==> src/verilog/cds_defs.svh <==
// timing, code and field constants for the compare register and digit scan
`ifndef CDS_DEFS_SVH
`define CDS_DEFS_SVH

`define CDS_CLK_PERIOD_NS 25
// intrinsic interdigit blanking, shortest figure of the documented range
`define CDS_BLANK_NS 5000
`define CDS_BLANK_CYC \
   ((`CDS_BLANK_NS + `CDS_CLK_PERIOD_NS - 1) / `CDS_CLK_PERIOD_NS)
// load command fall to rising digit strobe
`define CDS_LOAD_SETUP_NS 2000
`define CDS_LOAD_SETUP_CYC \
   ((`CDS_LOAD_SETUP_NS + `CDS_CLK_PERIOD_NS - 1) / `CDS_CLK_PERIOD_NS)
// wait after a count edge before the equal flag is judged
`define CDS_EQ_SETTLE_NS 400
`define CDS_EQ_SETTLE_CYC \
   ((`CDS_EQ_SETTLE_NS + `CDS_CLK_PERIOD_NS - 1) / `CDS_CLK_PERIOD_NS)

`define CDS_NUM_DIGITS 6
`define CDS_MSD_IDX 3'h5
`define CDS_LSD_IDX 3'h0
`define CDS_JC_MSD 3'h0
`define CDS_BCD_ZERO 4'h0
`define CDS_SEG_BLANK 7'h00
`define CDS_STROBE_NONE 6'h00
`define CDS_STROBE_ONE 6'h01
`define CDS_SYNC_W 13

`endif

==> src/verilog/cds_pkg.sv <==
// shared types of the compare register and digit scan block
package cds_pkg;

   typedef logic [3:0] cds_bcd_t;
   typedef logic [2:0] cds_jc_t;

   typedef enum logic [2:0] {
      cds_st_preset = 3'h0,
      cds_st_hold = 3'h1,
      cds_st_low = 3'h2,
      cds_st_intr = 3'h3,
      cds_st_show = 3'h4
   } cds_state_e;

endpackage

==> src/verilog/cds_sync.sv <==
// three-stage input synchroniser with agreement filter
`timescale 1ns/1ps
`include "cds_defs.svh"

module cds_sync (
   input wire logic clk,
   input wire logic reset,
   input wire logic [`CDS_SYNC_W-1:0] d,
   output logic [`CDS_SYNC_W-1:0] q
);
   logic [`CDS_SYNC_W-1:0] s1_r;
   logic [`CDS_SYNC_W-1:0] s2_r;
   logic [`CDS_SYNC_W-1:0] s3_r;
   logic [`CDS_SYNC_W-1:0] q_r;

   // a bit changes only once stages two and three agree
   always_ff @(posedge clk) begin
      if (reset) begin
         s1_r <= '0;
         s2_r <= '0;
         s3_r <= '0;
         q_r <= '0;
      end else begin
         s1_r <= d;
         s2_r <= s1_r;
         s3_r <= s2_r;
         q_r <= (s2_r & s3_r) | (q_r & (s2_r | s3_r));
      end
   end

   assign q = q_r;
endmodule

==> src/verilog/cds_cmp_mem.sv <==
// six-decade compare register store with registered read port
`timescale 1ns/1ps
`include "cds_defs.svh"

module cds_cmp_mem (
   input wire logic clk,
   input wire logic reset,
   input wire logic wr_en,
   input wire logic [2:0] wr_addr,
   input wire cds_pkg::cds_bcd_t wr_data,
   input wire logic [2:0] rd_addr,
   output cds_pkg::cds_bcd_t rd_data
);
   import cds_pkg::*;

   cds_bcd_t mem_r [0:`CDS_NUM_DIGITS-1];
   cds_bcd_t rd_data_r;

   // no clear path other than reset: a counter clear never reaches here
   always_ff @(posedge clk) begin
      if (reset) begin
         for (int i = 0; i < `CDS_NUM_DIGITS; i++) begin
            mem_r[i] <= `CDS_BCD_ZERO;
         end
      end else if (wr_en) begin
         mem_r[wr_addr] <= wr_data;
      end
   end

   always_ff @(posedge clk) begin
      if (reset) begin
         rd_data_r <= `CDS_BCD_ZERO;
      end else begin
         rd_data_r <= mem_r[rd_addr];
      end
   end

   assign rd_data = rd_data_r;
endmodule

==> src/verilog/cds_scan_top.sv <==
// compare register, digit scan and multiplexed display output section
`timescale 1ns/1ps
`include "cds_defs.svh"

// Function
// RQ1: compare register loads one decade per digit strobe, like counter load
// RQ2: register load independent of counter load; counter clear never touches it
// RQ3: display outputs show only latched counter data, never the register
// RQ4: six digit strobes decoded from a divide-by-six Johnson scan counter
// RQ5: scan runs from most to least significant digit, then repeats
// RQ6: preset low holds scan at MSD, blanks segments, shows MSD BCD
// RQ7: after preset release digit six stays on until next scan pulse
// RQ8: segments and all strobes are off during interdigit blanking
// RQ9: leading-zero blanking hits segments only; disable input switches it off
// RQ10: BCD output changes at blanking start, before the next strobe rises
// RQ11: receiver captures BCD output on the rising digit strobe edge
// RQ12: blanking is scan-low dwell plus intrinsic blanking time
// RQ13: without input capacitors, load command falls with scan rising edge
// RQ14: flag inhibit ends only if load fell in blanking 2 us before strobe
// RQ15: count source slows down so flag output times are met
// RQ16: count pulses outlast carry access time when carry is used
// RQ17: equal flag high for one count period when counter matches register
// RQ18: any load inhibits equal until blanking following the load fall
// RQ19: load request caught at strobe rise; data taken at strobe fall
// RQ20: compare register holds six BCD decades, cleared to zero at reset

module cds_scan_top (
   input wire logic clk,
   input wire logic reset,
   input wire logic scan_in,
   input wire logic scan_preset_n,
   input wire logic zero_suppress_disable,
   input wire logic load_counter,
   input wire logic load_register,
   input wire cds_pkg::cds_bcd_t compare_bcd_in,
   input wire cds_pkg::cds_bcd_t counter_bcd_in,
   input wire logic [23:0] latch_data,
   input wire logic [23:0] counter_value,
   input wire logic count_edge,
   output logic [5:0] digit_strobe,
   output logic [6:0] segment,
   output cds_pkg::cds_bcd_t bcd_out,
   output logic equal_flag,
   output logic counter_load_we,
   output logic [2:0] counter_load_digit,
   output cds_pkg::cds_bcd_t counter_load_data
);
   import cds_pkg::*;

   // ==========================================================
   // decoding helpers
   // ==========================================================
   function automatic cds_jc_t jc_next(input cds_jc_t jc);
      jc_next = {jc[1:0], ~jc[2]};
   endfunction

   // johnson code to decade index, index 5 being the MSD
   function automatic logic [2:0] jc_index(input cds_jc_t jc);
      case (jc)
         3'h0: jc_index = 3'h5;
         3'h1: jc_index = 3'h4;
         3'h3: jc_index = 3'h3;
         3'h7: jc_index = 3'h2;
         3'h6: jc_index = 3'h1;
         3'h4: jc_index = 3'h0;
         default: jc_index = `CDS_MSD_IDX;
      endcase
   endfunction

   function automatic cds_bcd_t digit_of(input logic [23:0] data,
                                         input logic [2:0] idx);
      digit_of = data[{idx, 2'h0} +: 4];
   endfunction

   // true when this decade and every higher one are zero; LSD never blanks
   function automatic logic lead_zero(input logic [23:0] data,
                                      input logic [2:0] idx);
      logic z;
      z = 1'b1;
      for (int i = 0; i < `CDS_NUM_DIGITS; i++) begin
         if (i >= int'(idx)) begin
            z = z & (data[i*4 +: 4] == `CDS_BCD_ZERO);
         end
      end
      lead_zero = z & (idx != `CDS_LSD_IDX);
   endfunction

   // segment order g f e d c b a, high means lit; non-BCD codes go dark
   function automatic logic [6:0] seg7(input cds_bcd_t v);
      case (v)
         4'h0: seg7 = 7'h3f;
         4'h1: seg7 = 7'h06;
         4'h2: seg7 = 7'h5b;
         4'h3: seg7 = 7'h4f;
         4'h4: seg7 = 7'h66;
         4'h5: seg7 = 7'h6d;
         4'h6: seg7 = 7'h7d;
         4'h7: seg7 = 7'h07;
         4'h8: seg7 = 7'h7f;
         4'h9: seg7 = 7'h6f;
         default: seg7 = `CDS_SEG_BLANK;
      endcase
   endfunction

   // ==========================================================
   // pin synchronisers
   // ==========================================================
   logic [`CDS_SYNC_W-1:0] pins_lvl;
   logic scan_lvl;
   logic preset_n_lvl;
   logic zsd_lvl;
   logic ldc_lvl;
   logic ldr_lvl;
   cds_bcd_t cmp_bcd_lvl;
   cds_bcd_t cnt_bcd_lvl;

   cds_sync u_sync (
      .clk(clk),
      .reset(reset),
      .d({scan_in, scan_preset_n, zero_suppress_disable, load_counter,
          load_register, compare_bcd_in, counter_bcd_in}),
      .q(pins_lvl)
   );

   assign {scan_lvl, preset_n_lvl, zsd_lvl, ldc_lvl, ldr_lvl,
           cmp_bcd_lvl, cnt_bcd_lvl} = pins_lvl;

   logic scan_d_r;
   logic scan_rise;

   always_ff @(posedge clk) begin
      if (reset) begin
         scan_d_r <= 1'b0;
      end else begin
         scan_d_r <= scan_lvl;
      end
   end

   assign scan_rise = scan_lvl & ~scan_d_r;

   // ==========================================================
   // scan sequencer
   // ==========================================================
   cds_state_e state_r;
   cds_jc_t jc_r;
   logic [7:0] blank_cnt_r;
   logic blank_done;
   logic enter_show;
   logic leave_show;
   logic enter_blank;
   logic in_blank;
   logic show_next;
   logic [2:0] cur_idx;

   assign blank_done = blank_cnt_r == 8'(`CDS_BLANK_CYC - 1);
   assign enter_show = preset_n_lvl & (state_r == cds_st_intr) & blank_done;
   assign leave_show = preset_n_lvl & (state_r == cds_st_show) & ~scan_lvl;
   assign enter_blank = leave_show |
                        (preset_n_lvl & (state_r == cds_st_hold) & scan_rise);
   assign in_blank = (state_r == cds_st_low) | (state_r == cds_st_intr);
   assign show_next = enter_show |
                      (preset_n_lvl & (state_r == cds_st_show) & ~leave_show);
   assign cur_idx = jc_index(jc_r);

   always_ff @(posedge clk) begin
      if (reset) begin
         state_r <= cds_st_preset;
         jc_r <= `CDS_JC_MSD;
         blank_cnt_r <= '0;
      end else if (!preset_n_lvl) begin
         state_r <= cds_st_preset; // [RQ6]
         jc_r <= `CDS_JC_MSD; // [RQ6]
         blank_cnt_r <= '0;
      end else begin
         case (state_r)
            cds_st_preset: begin
               state_r <= cds_st_hold; // [RQ7]
            end
            cds_st_hold: begin
               if (scan_rise) begin
                  jc_r <= jc_next(jc_r); // [RQ7]
                  blank_cnt_r <= '0;
                  state_r <= cds_st_intr;
               end
            end
            cds_st_low: begin
               if (scan_rise) begin
                  jc_r <= jc_next(jc_r); // [RQ4] [RQ5]
                  blank_cnt_r <= '0;
                  state_r <= cds_st_intr;
               end
            end
            cds_st_intr: begin
               // scan low dwell has passed; now the fixed part [RQ12]
               if (blank_done) begin
                  state_r <= cds_st_show;
               end else begin
                  blank_cnt_r <= blank_cnt_r + 8'h01;
               end
            end
            cds_st_show: begin
               if (!scan_lvl) begin
                  state_r <= cds_st_low; // [RQ12]
               end
            end
            default: begin
               state_r <= cds_st_preset;
            end
         endcase
      end
   end

   // ==========================================================
   // display outputs
   // ==========================================================
   logic [5:0] strobe_r;
   logic [6:0] segment_r;
   cds_bcd_t bcd_r;

   always_ff @(posedge clk) begin
      if (reset) begin
         strobe_r <= `CDS_STROBE_NONE;
      end else if (!preset_n_lvl) begin
         strobe_r <= `CDS_STROBE_ONE << `CDS_MSD_IDX; // [RQ6]
      end else if (enter_show) begin
         strobe_r <= `CDS_STROBE_ONE << cur_idx; // [RQ4]
      end else if (enter_blank) begin
         strobe_r <= `CDS_STROBE_NONE; // [RQ8]
      end
   end

   // only latch_data feeds the display; the register has no path here
   always_ff @(posedge clk) begin
      if (reset) begin
         bcd_r <= `CDS_BCD_ZERO;
      end else if (!preset_n_lvl) begin
         bcd_r <= digit_of(latch_data, `CDS_MSD_IDX); // [RQ6] [RQ3]
      end else if (enter_blank) begin
         bcd_r <= digit_of(latch_data, jc_index(jc_next(jc_r))); // [RQ10]
      end
   end

   // blanking and suppression act on segments only [RQ9]
   always_ff @(posedge clk) begin
      if (reset) begin
         segment_r <= `CDS_SEG_BLANK;
      end else if (!show_next) begin
         segment_r <= `CDS_SEG_BLANK; // [RQ6] [RQ8]
      end else if (!zsd_lvl && lead_zero(latch_data, cur_idx)) begin
         segment_r <= `CDS_SEG_BLANK; // [RQ9]
      end else begin
         segment_r <= seg7(digit_of(latch_data, cur_idx)); // [RQ3]
      end
   end

   // ==========================================================
   // decade loading
   // ==========================================================
   logic ldc_req_r;
   logic ldr_req_r;
   logic cnt_we_r;
   logic [2:0] cnt_digit_r;
   cds_bcd_t cnt_data_r;
   logic mem_we;

   // request caught as the strobe rises, data taken as it falls [RQ19]
   always_ff @(posedge clk) begin
      if (reset) begin
         ldc_req_r <= 1'b0;
         ldr_req_r <= 1'b0;
      end else if (enter_show) begin
         ldc_req_r <= ldc_lvl; // [RQ19]
         ldr_req_r <= ldr_lvl; // [RQ19] [RQ2]
      end else if (leave_show || !preset_n_lvl) begin
         ldc_req_r <= 1'b0;
         ldr_req_r <= 1'b0;
      end
   end

   assign mem_we = leave_show & ldr_req_r; // [RQ1]

   always_ff @(posedge clk) begin
      if (reset) begin
         cnt_we_r <= 1'b0;
         cnt_digit_r <= `CDS_LSD_IDX;
         cnt_data_r <= `CDS_BCD_ZERO;
      end else begin
         cnt_we_r <= leave_show & ldc_req_r; // [RQ1]
         if (leave_show && ldc_req_r) begin
            cnt_digit_r <= cur_idx;
            cnt_data_r <= cnt_bcd_lvl;
         end
      end
   end

   // ==========================================================
   // compare register and serial comparator
   // ==========================================================
   logic [2:0] sweep_r;
   logic [2:0] sweep_d_r;
   cds_bcd_t reg_digit;
   logic digit_ok;
   logic acc_r;
   logic match_r;

   cds_cmp_mem u_mem (
      .clk(clk),
      .reset(reset), // [RQ20]
      .wr_en(mem_we), // [RQ2]
      .wr_addr(cur_idx),
      .wr_data(cmp_bcd_lvl),
      .rd_addr(sweep_r),
      .rd_data(reg_digit)
   );

   // one decade per cycle keeps a single read port on the store
   assign digit_ok = reg_digit == digit_of(counter_value, sweep_d_r);

   always_ff @(posedge clk) begin
      if (reset) begin
         sweep_r <= `CDS_LSD_IDX;
         sweep_d_r <= `CDS_LSD_IDX;
         acc_r <= 1'b0;
         match_r <= 1'b0;
      end else begin
         sweep_r <= (sweep_r == `CDS_MSD_IDX) ? `CDS_LSD_IDX
                                               : sweep_r + 3'h1;
         sweep_d_r <= sweep_r;
         if (sweep_d_r == `CDS_LSD_IDX) begin
            acc_r <= digit_ok;
         end else begin
            acc_r <= acc_r & digit_ok;
         end
         if (sweep_d_r == `CDS_MSD_IDX) begin
            match_r <= acc_r & digit_ok; // [RQ17]
         end
      end
   end

   // ==========================================================
   // equal flag and load inhibit
   // ==========================================================
   logic load_any;
   logic load_d_r;
   logic inhibit_r;
   logic rel_pend_r;
   logic [6:0] gap_cnt_r;
   logic gap_ok;
   logic [4:0] settle_r;
   logic equal_r;

   assign load_any = ldc_lvl | ldr_lvl;
   assign gap_ok = gap_cnt_r == 7'(`CDS_LOAD_SETUP_CYC);

   always_ff @(posedge clk) begin
      if (reset) begin
         load_d_r <= 1'b0;
      end else begin
         load_d_r <= load_any;
      end
   end

   // a load that is still high wins over any release
   always_ff @(posedge clk) begin
      if (reset) begin
         inhibit_r <= 1'b0;
         rel_pend_r <= 1'b0;
      end else if (load_any) begin
         inhibit_r <= 1'b1; // [RQ18]
         rel_pend_r <= 1'b0;
      end else if (load_d_r) begin
         rel_pend_r <= 1'b1; // [RQ18]
      end else if (rel_pend_r && enter_show && gap_ok) begin
         inhibit_r <= 1'b0; // [RQ14]
         rel_pend_r <= 1'b0;
      end
   end

   // time spent in blanking since the load fell; restarts each strobe
   always_ff @(posedge clk) begin
      if (reset) begin
         gap_cnt_r <= '0;
      end else if (!rel_pend_r || !in_blank) begin
         gap_cnt_r <= '0; // [RQ14]
      end else if (!gap_ok) begin
         gap_cnt_r <= gap_cnt_r + 7'h01;
      end
   end

   // judged once the counter has settled, held for the count period
   always_ff @(posedge clk) begin
      if (reset) begin
         equal_r <= 1'b0;
         settle_r <= '0;
      end else if (count_edge) begin
         equal_r <= 1'b0;
         settle_r <= 5'(`CDS_EQ_SETTLE_CYC);
      end else if (settle_r == 5'h01) begin
         equal_r <= match_r & ~inhibit_r & ~load_any; // [RQ17] [RQ18]
         settle_r <= '0;
      end else if (settle_r != 5'h00) begin
         settle_r <= settle_r - 5'h01;
      end
   end

   // ==========================================================
   // output ports
   // ==========================================================
   assign digit_strobe = strobe_r;
   assign segment = segment_r;
   assign bcd_out = bcd_r;
   assign equal_flag = equal_r;
   assign counter_load_we = cnt_we_r;
   assign counter_load_digit = cnt_digit_r;
   assign counter_load_data = cnt_data_r;
endmodule

==> config.mk <==
export PLATFORM = sky130hd
export DESIGN_NAME = cds_scan_top
export DESIGN_NICKNAME = d
export VERILOG_FILES = /design/src/verilog/cds_pkg.sv /design/src/verilog/cds_sync.sv /design/src/verilog/cds_cmp_mem.sv /design/src/verilog/cds_scan_top.sv
export VERILOG_INCLUDE_DIRS = /design/src /design/src/verilog
export SDC_FILE = /design/constraint.sdc
export NUM_CORES = 1
export LEC_CHECK = 0
export ABC_AREA = 1
export BUFFER_PORTS_ARGS = -buffer_cell sky130_fd_sc_hd__clkbuf_2
export CORE_UTILIZATION = 45
export CTS_CLUSTER_DIAMETER = 120
export CTS_CLUSTER_SIZE = 24
export DETAILED_ROUTE_END_ITERATION = 12
export SLEW_MARGIN = 20
export SYNTH_ARGS = -nofsm -noshare
export SYNTH_HDL_FRONTEND = slang
export SYNTH_HIERARCHICAL = 1
export SYNTH_SLANG_ARGS = --single-unit
export TNS_END_PERCENT = 20
==> constraint.sdc <==
create_clock -name clk -period 2.6 [get_ports clk]
set_clock_uncertainty 0.15 [all_clocks]
set_input_delay 0.13 -clock clk [delete_from_list [all_inputs] [get_ports clk]]
set_output_delay 0.13 -clock clk [all_outputs]
set_load 0.1 [all_outputs]
==> impl_metrics.tcl <==
set metrics [dict create \
    clkTransAtPathRegs_ps 60 \
    leakagePower_uw 0.00379 \
    maxSlewHeadroom_pct 53.8 \
    netlist.area_leader.share_pct 34.6 \
    worst_pin_slew_ps 692 \
    core_um2 15300 \
    p_sw_share_pct 24.7 \
    stdcell_area_um2 8510 \
    synth_nets 1007 \
    power_switching_uw 1340 \
    first_iter_violations 351 \
    grt_max_degree 43 \
    dieArea_um2 16200 \
    finalSetupViolCount 0 \
    crit_fanout 11 \
    wl_um 15600 \
    reg2reg_depth 12 \
    status "finished clean" \
    holdWs_ps 37.0 \
    tritoncts "done" \
    crit_chain "nand2_2 > nor2_2 > nor2_4 > nand2_4 > o311ai_0 > nand2_1 > nand2_2 > inv_1 > ha_1 > nor2_1 > nor2_1 > nor2_1" \
    power_uw 5420 \
    grt_pass1_vias 5370 \
    pwr-share-clk_pct 44.9 \
    htreeDepth 4 \
    dp.final_hpwl_um 11400 \
    yosys_warnings 6 \
    max_freq_mhz 437 \
    cp_num_buf_inv 1 \
    grt_use_total_pct 20.0 \
    die_x_um 127 \
    ys_ff_latch 154 \
    stdcell_count 1274 \
    end_kind "flip-flop" \
    timing.final.crit_period_ps 2290 \
    tns_ps 0 \
    ys_types 47 \
    r2r_setup_slack_ps 310 \
    synth_area_um2 7070 \
    internal_power_uw 4080 \
    rsz0062_at_grt "no" \
    antenna_found_initial 0 \
    row_count 45 \
    num-nets-final 1127 \
    dp_cells 1224 \
    critPathRequiredTime_ps 2820 \
    r2r_end "segment[3]" \
    wl_per_cell_um 12.2 \
    port_buffers 89 \
    rr_startpoint "jc_r[1]" \
    synth_top_area_cell "dfxtp_1" \
    grt_pass1_wl_um 25700 \
    finalHoldViolCount 0 \
    p_seq_share_pct 47.1 \
    holdPathStages 6 \
    timing.critical_path.slowest_stage_cell "dfxtp_2" \
    drc 0 \
    critPathKind "flip-flop to flip-flop" \
    p_comb_share_pct 8.0 \
    synthCells 930 \
    path_depth 12 \
    drt_first_pass_iters 7 \
    ant_nets 0 \
    layout-drive-gt1-share_pct 16.3 \
    die_h_um 127 \
    num_vias 5973 \
    hold_end "segment[4]" \
    vdd_drop_max_mv 0.602 \
    gp_congestion 0.995 \
    root_buffer "clkbuf_16" \
    cts_max_path_buffers 2 \
    fillers 1454 \
    start_util_pct 46.3 \
    cts.sinks 154 \
    critPathMostFrequentCell "nor2_1" \
    cts_setup_buffers 0 \
    worst_setup_path_start_kind "flip-flop" \
    hold_class "input pin to flip-flop" \
    syn2layout_area_growth_pct 20.4 \
    min_from "latch_data[19]" \
    p_per_area_nw_per_um2 637 \
    synthTopCellsByArea "dfxtp_1 35%, edfxtp_1 14%, nand2_1 9.1%, nor2_1 8.4%, inv_1 8.3%" \
    post-route-period-util_pct 88.1 \
    cts-buffers-inserted 17 \
    io_pins 90 \
    antenna_cells 0 \
    crit_family "simple AND/OR/NAND/NOR gates" \
    critPathMaxStageDelay_ps 380 \
    max-cap-violations 0 \
    synth_seq_area_share_pct 48.2 \
    drv_slew 0 \
    post_dp_cell_area_um2 7730 \
    insertion_delay_ps 420 \
    crit_arrival_ps 2510 \
    vias_per_cell 4.69 \
    grt-ovfl-total 0 \
    synth.avg_cell_area_um2 7.60 \
]
[through the flow]
| step | setup slack [ps] | utilization (%) |
|---|---|---|
| floorplan | 392 | - |
| global placement | 190 | 50.7 |
| global route | 13.7 | 55.8 |
| finish | 310 | 55.8 |
| detailed placement | 129 | 50.7 |
| CTS | 137 | 55.7 |
[power groups by stage]
stage	sequential, µW	combinational [µW]	clock, µW
6_report	2550	431	2430
5_1_grt	2560	493	2580
3_5_place_dp	2610	409	0
3_3_place_gp	2600	410	0
2_1_floorplan	2620	274	0
4_1_cts	2550	432	2480
[how the worst max path moves through the flow]
stage,to,startpoint
after floorplan,segment[3],jc_r[1]
after global placement,segment[3],jc_r[2]
after detailed placement,segment[3],jc_r[2]
after CTS,segment[3],jc_r[2]
after global routing,segment[0],jc_r[2]
final,segment[3],jc_r[1]
[timing repair]
item | in CTS | in global routing
hold buffers | 18 | 0
endpoints found under the hold margin | 23 | 0
gates resized for setup | 0 | 7
endpoints found under the setup margin | 0 | 35
[flip-flops by register name, summed over array words and instances, names as in the netlist, 4 cells and up]
name and cells:
segment 7, u_sync/s2_r 13, settle_r 5, digit_strobe 6, u_mem/mem_r 32, u_sync/s3_r 13, bcd_out 4, counter_load_data 4
u_sync/s1_r 13, blank_cnt_r 8, gap_cnt_r 7, u_sync/q 13, u_mem/rd_data 4
[per-layer routing]
layer | share of wire (%) | vias to the layer above | global-route usage [%]
li1 | - | 3194 | -
met1 | 48 | 2611 | 26.8
met2 | 45 | 151 | 31.3
met3 | 4.9 | 17 | 4.48
met4 | 1.6 | 0 | 7.77
met5 | 0 | - | 0
[cell usage in the layout, fill, tap and decap left out, types with 13 or more instances in the layout]
| cell | count |
|---|---|
| clkbuf_2 | 90 |
| nand2_1 | 171 |
| nor2_1 | 156 |
| edfxtp_1 | 32 |
| o21ai_0 | 38 |
| a21oi_1 | 62 |
| ha_1 | 13 |
| nand3_1 | 56 |
| dlygate4sd3_1 | 18 |
| clkbuf_16 | 18 |
| dfxtp_1 | 118 |
| inv_1 | 157 |
[synthesized netlist by cell type (all sizes together)]
| master | count |
|---|---|
| or2 | 4 |
| nor3b | 1 |
| ha | 13 |
| a31oi | 2 |
| o311ai | 1 |
| clkbuf | 6 |
| xnor2 | 2 |
| nand3 | 60 |
| o2111a | 1 |
| a2bb2oi | 1 |
| o21a | 1 |
| a41o | 1 |
| buf | 10 |
| mux2i | 2 |
| a31o | 1 |
| dfxtp | 122 |
| nand2 | 181 |
| o211ai | 5 |
| o21ai | 49 |
| a21oi | 65 |
| edfxtp | 32 |
| nor3 | 9 |
| nand3b | 4 |
| a22oi | 4 |
| a211oi | 2 |
| a2111oi | 1 |
| inv | 164 |
| xor2 | 4 |
| nor4 | 7 |
| clkinv | 1 |
| nand4 | 11 |
| nor2 | 163 |
[worst register-to-register path, cell delays in order (launching register included)]
cell and delay, ps:
dfxtp_2 380, nand2_2 160, nor2_2 80, nor2_4 170
nand2_4 130, o311ai_0 290, nand2_1 110, nand2_2 140
inv_1 80, ha_1 280, nor2_1 140, nor2_1 60
nor2_1 90
[cell families after synthesis]
logic type	share of synthesized area (%)
compound gates	10.6
xor+xnor	0.744
fa+ha+maj	2.30
buf+inv	10.5
flops	48.2
mux	0.283
simple gates	27.4
[cell type report]
cell class	count	area, µm²	area share, %
Clock buffer	20	459	5.40
Clock inverter	12	125	1.47
Inverter	165	622	7.31
Multi-Input combinational cell	595	2930	34.4
Sequential cell	154	3410	40.1
Tap cell	211	264	3.10
Timing Repair Buffer	117	701	8.23
Power figures use the tool's default switching activity.
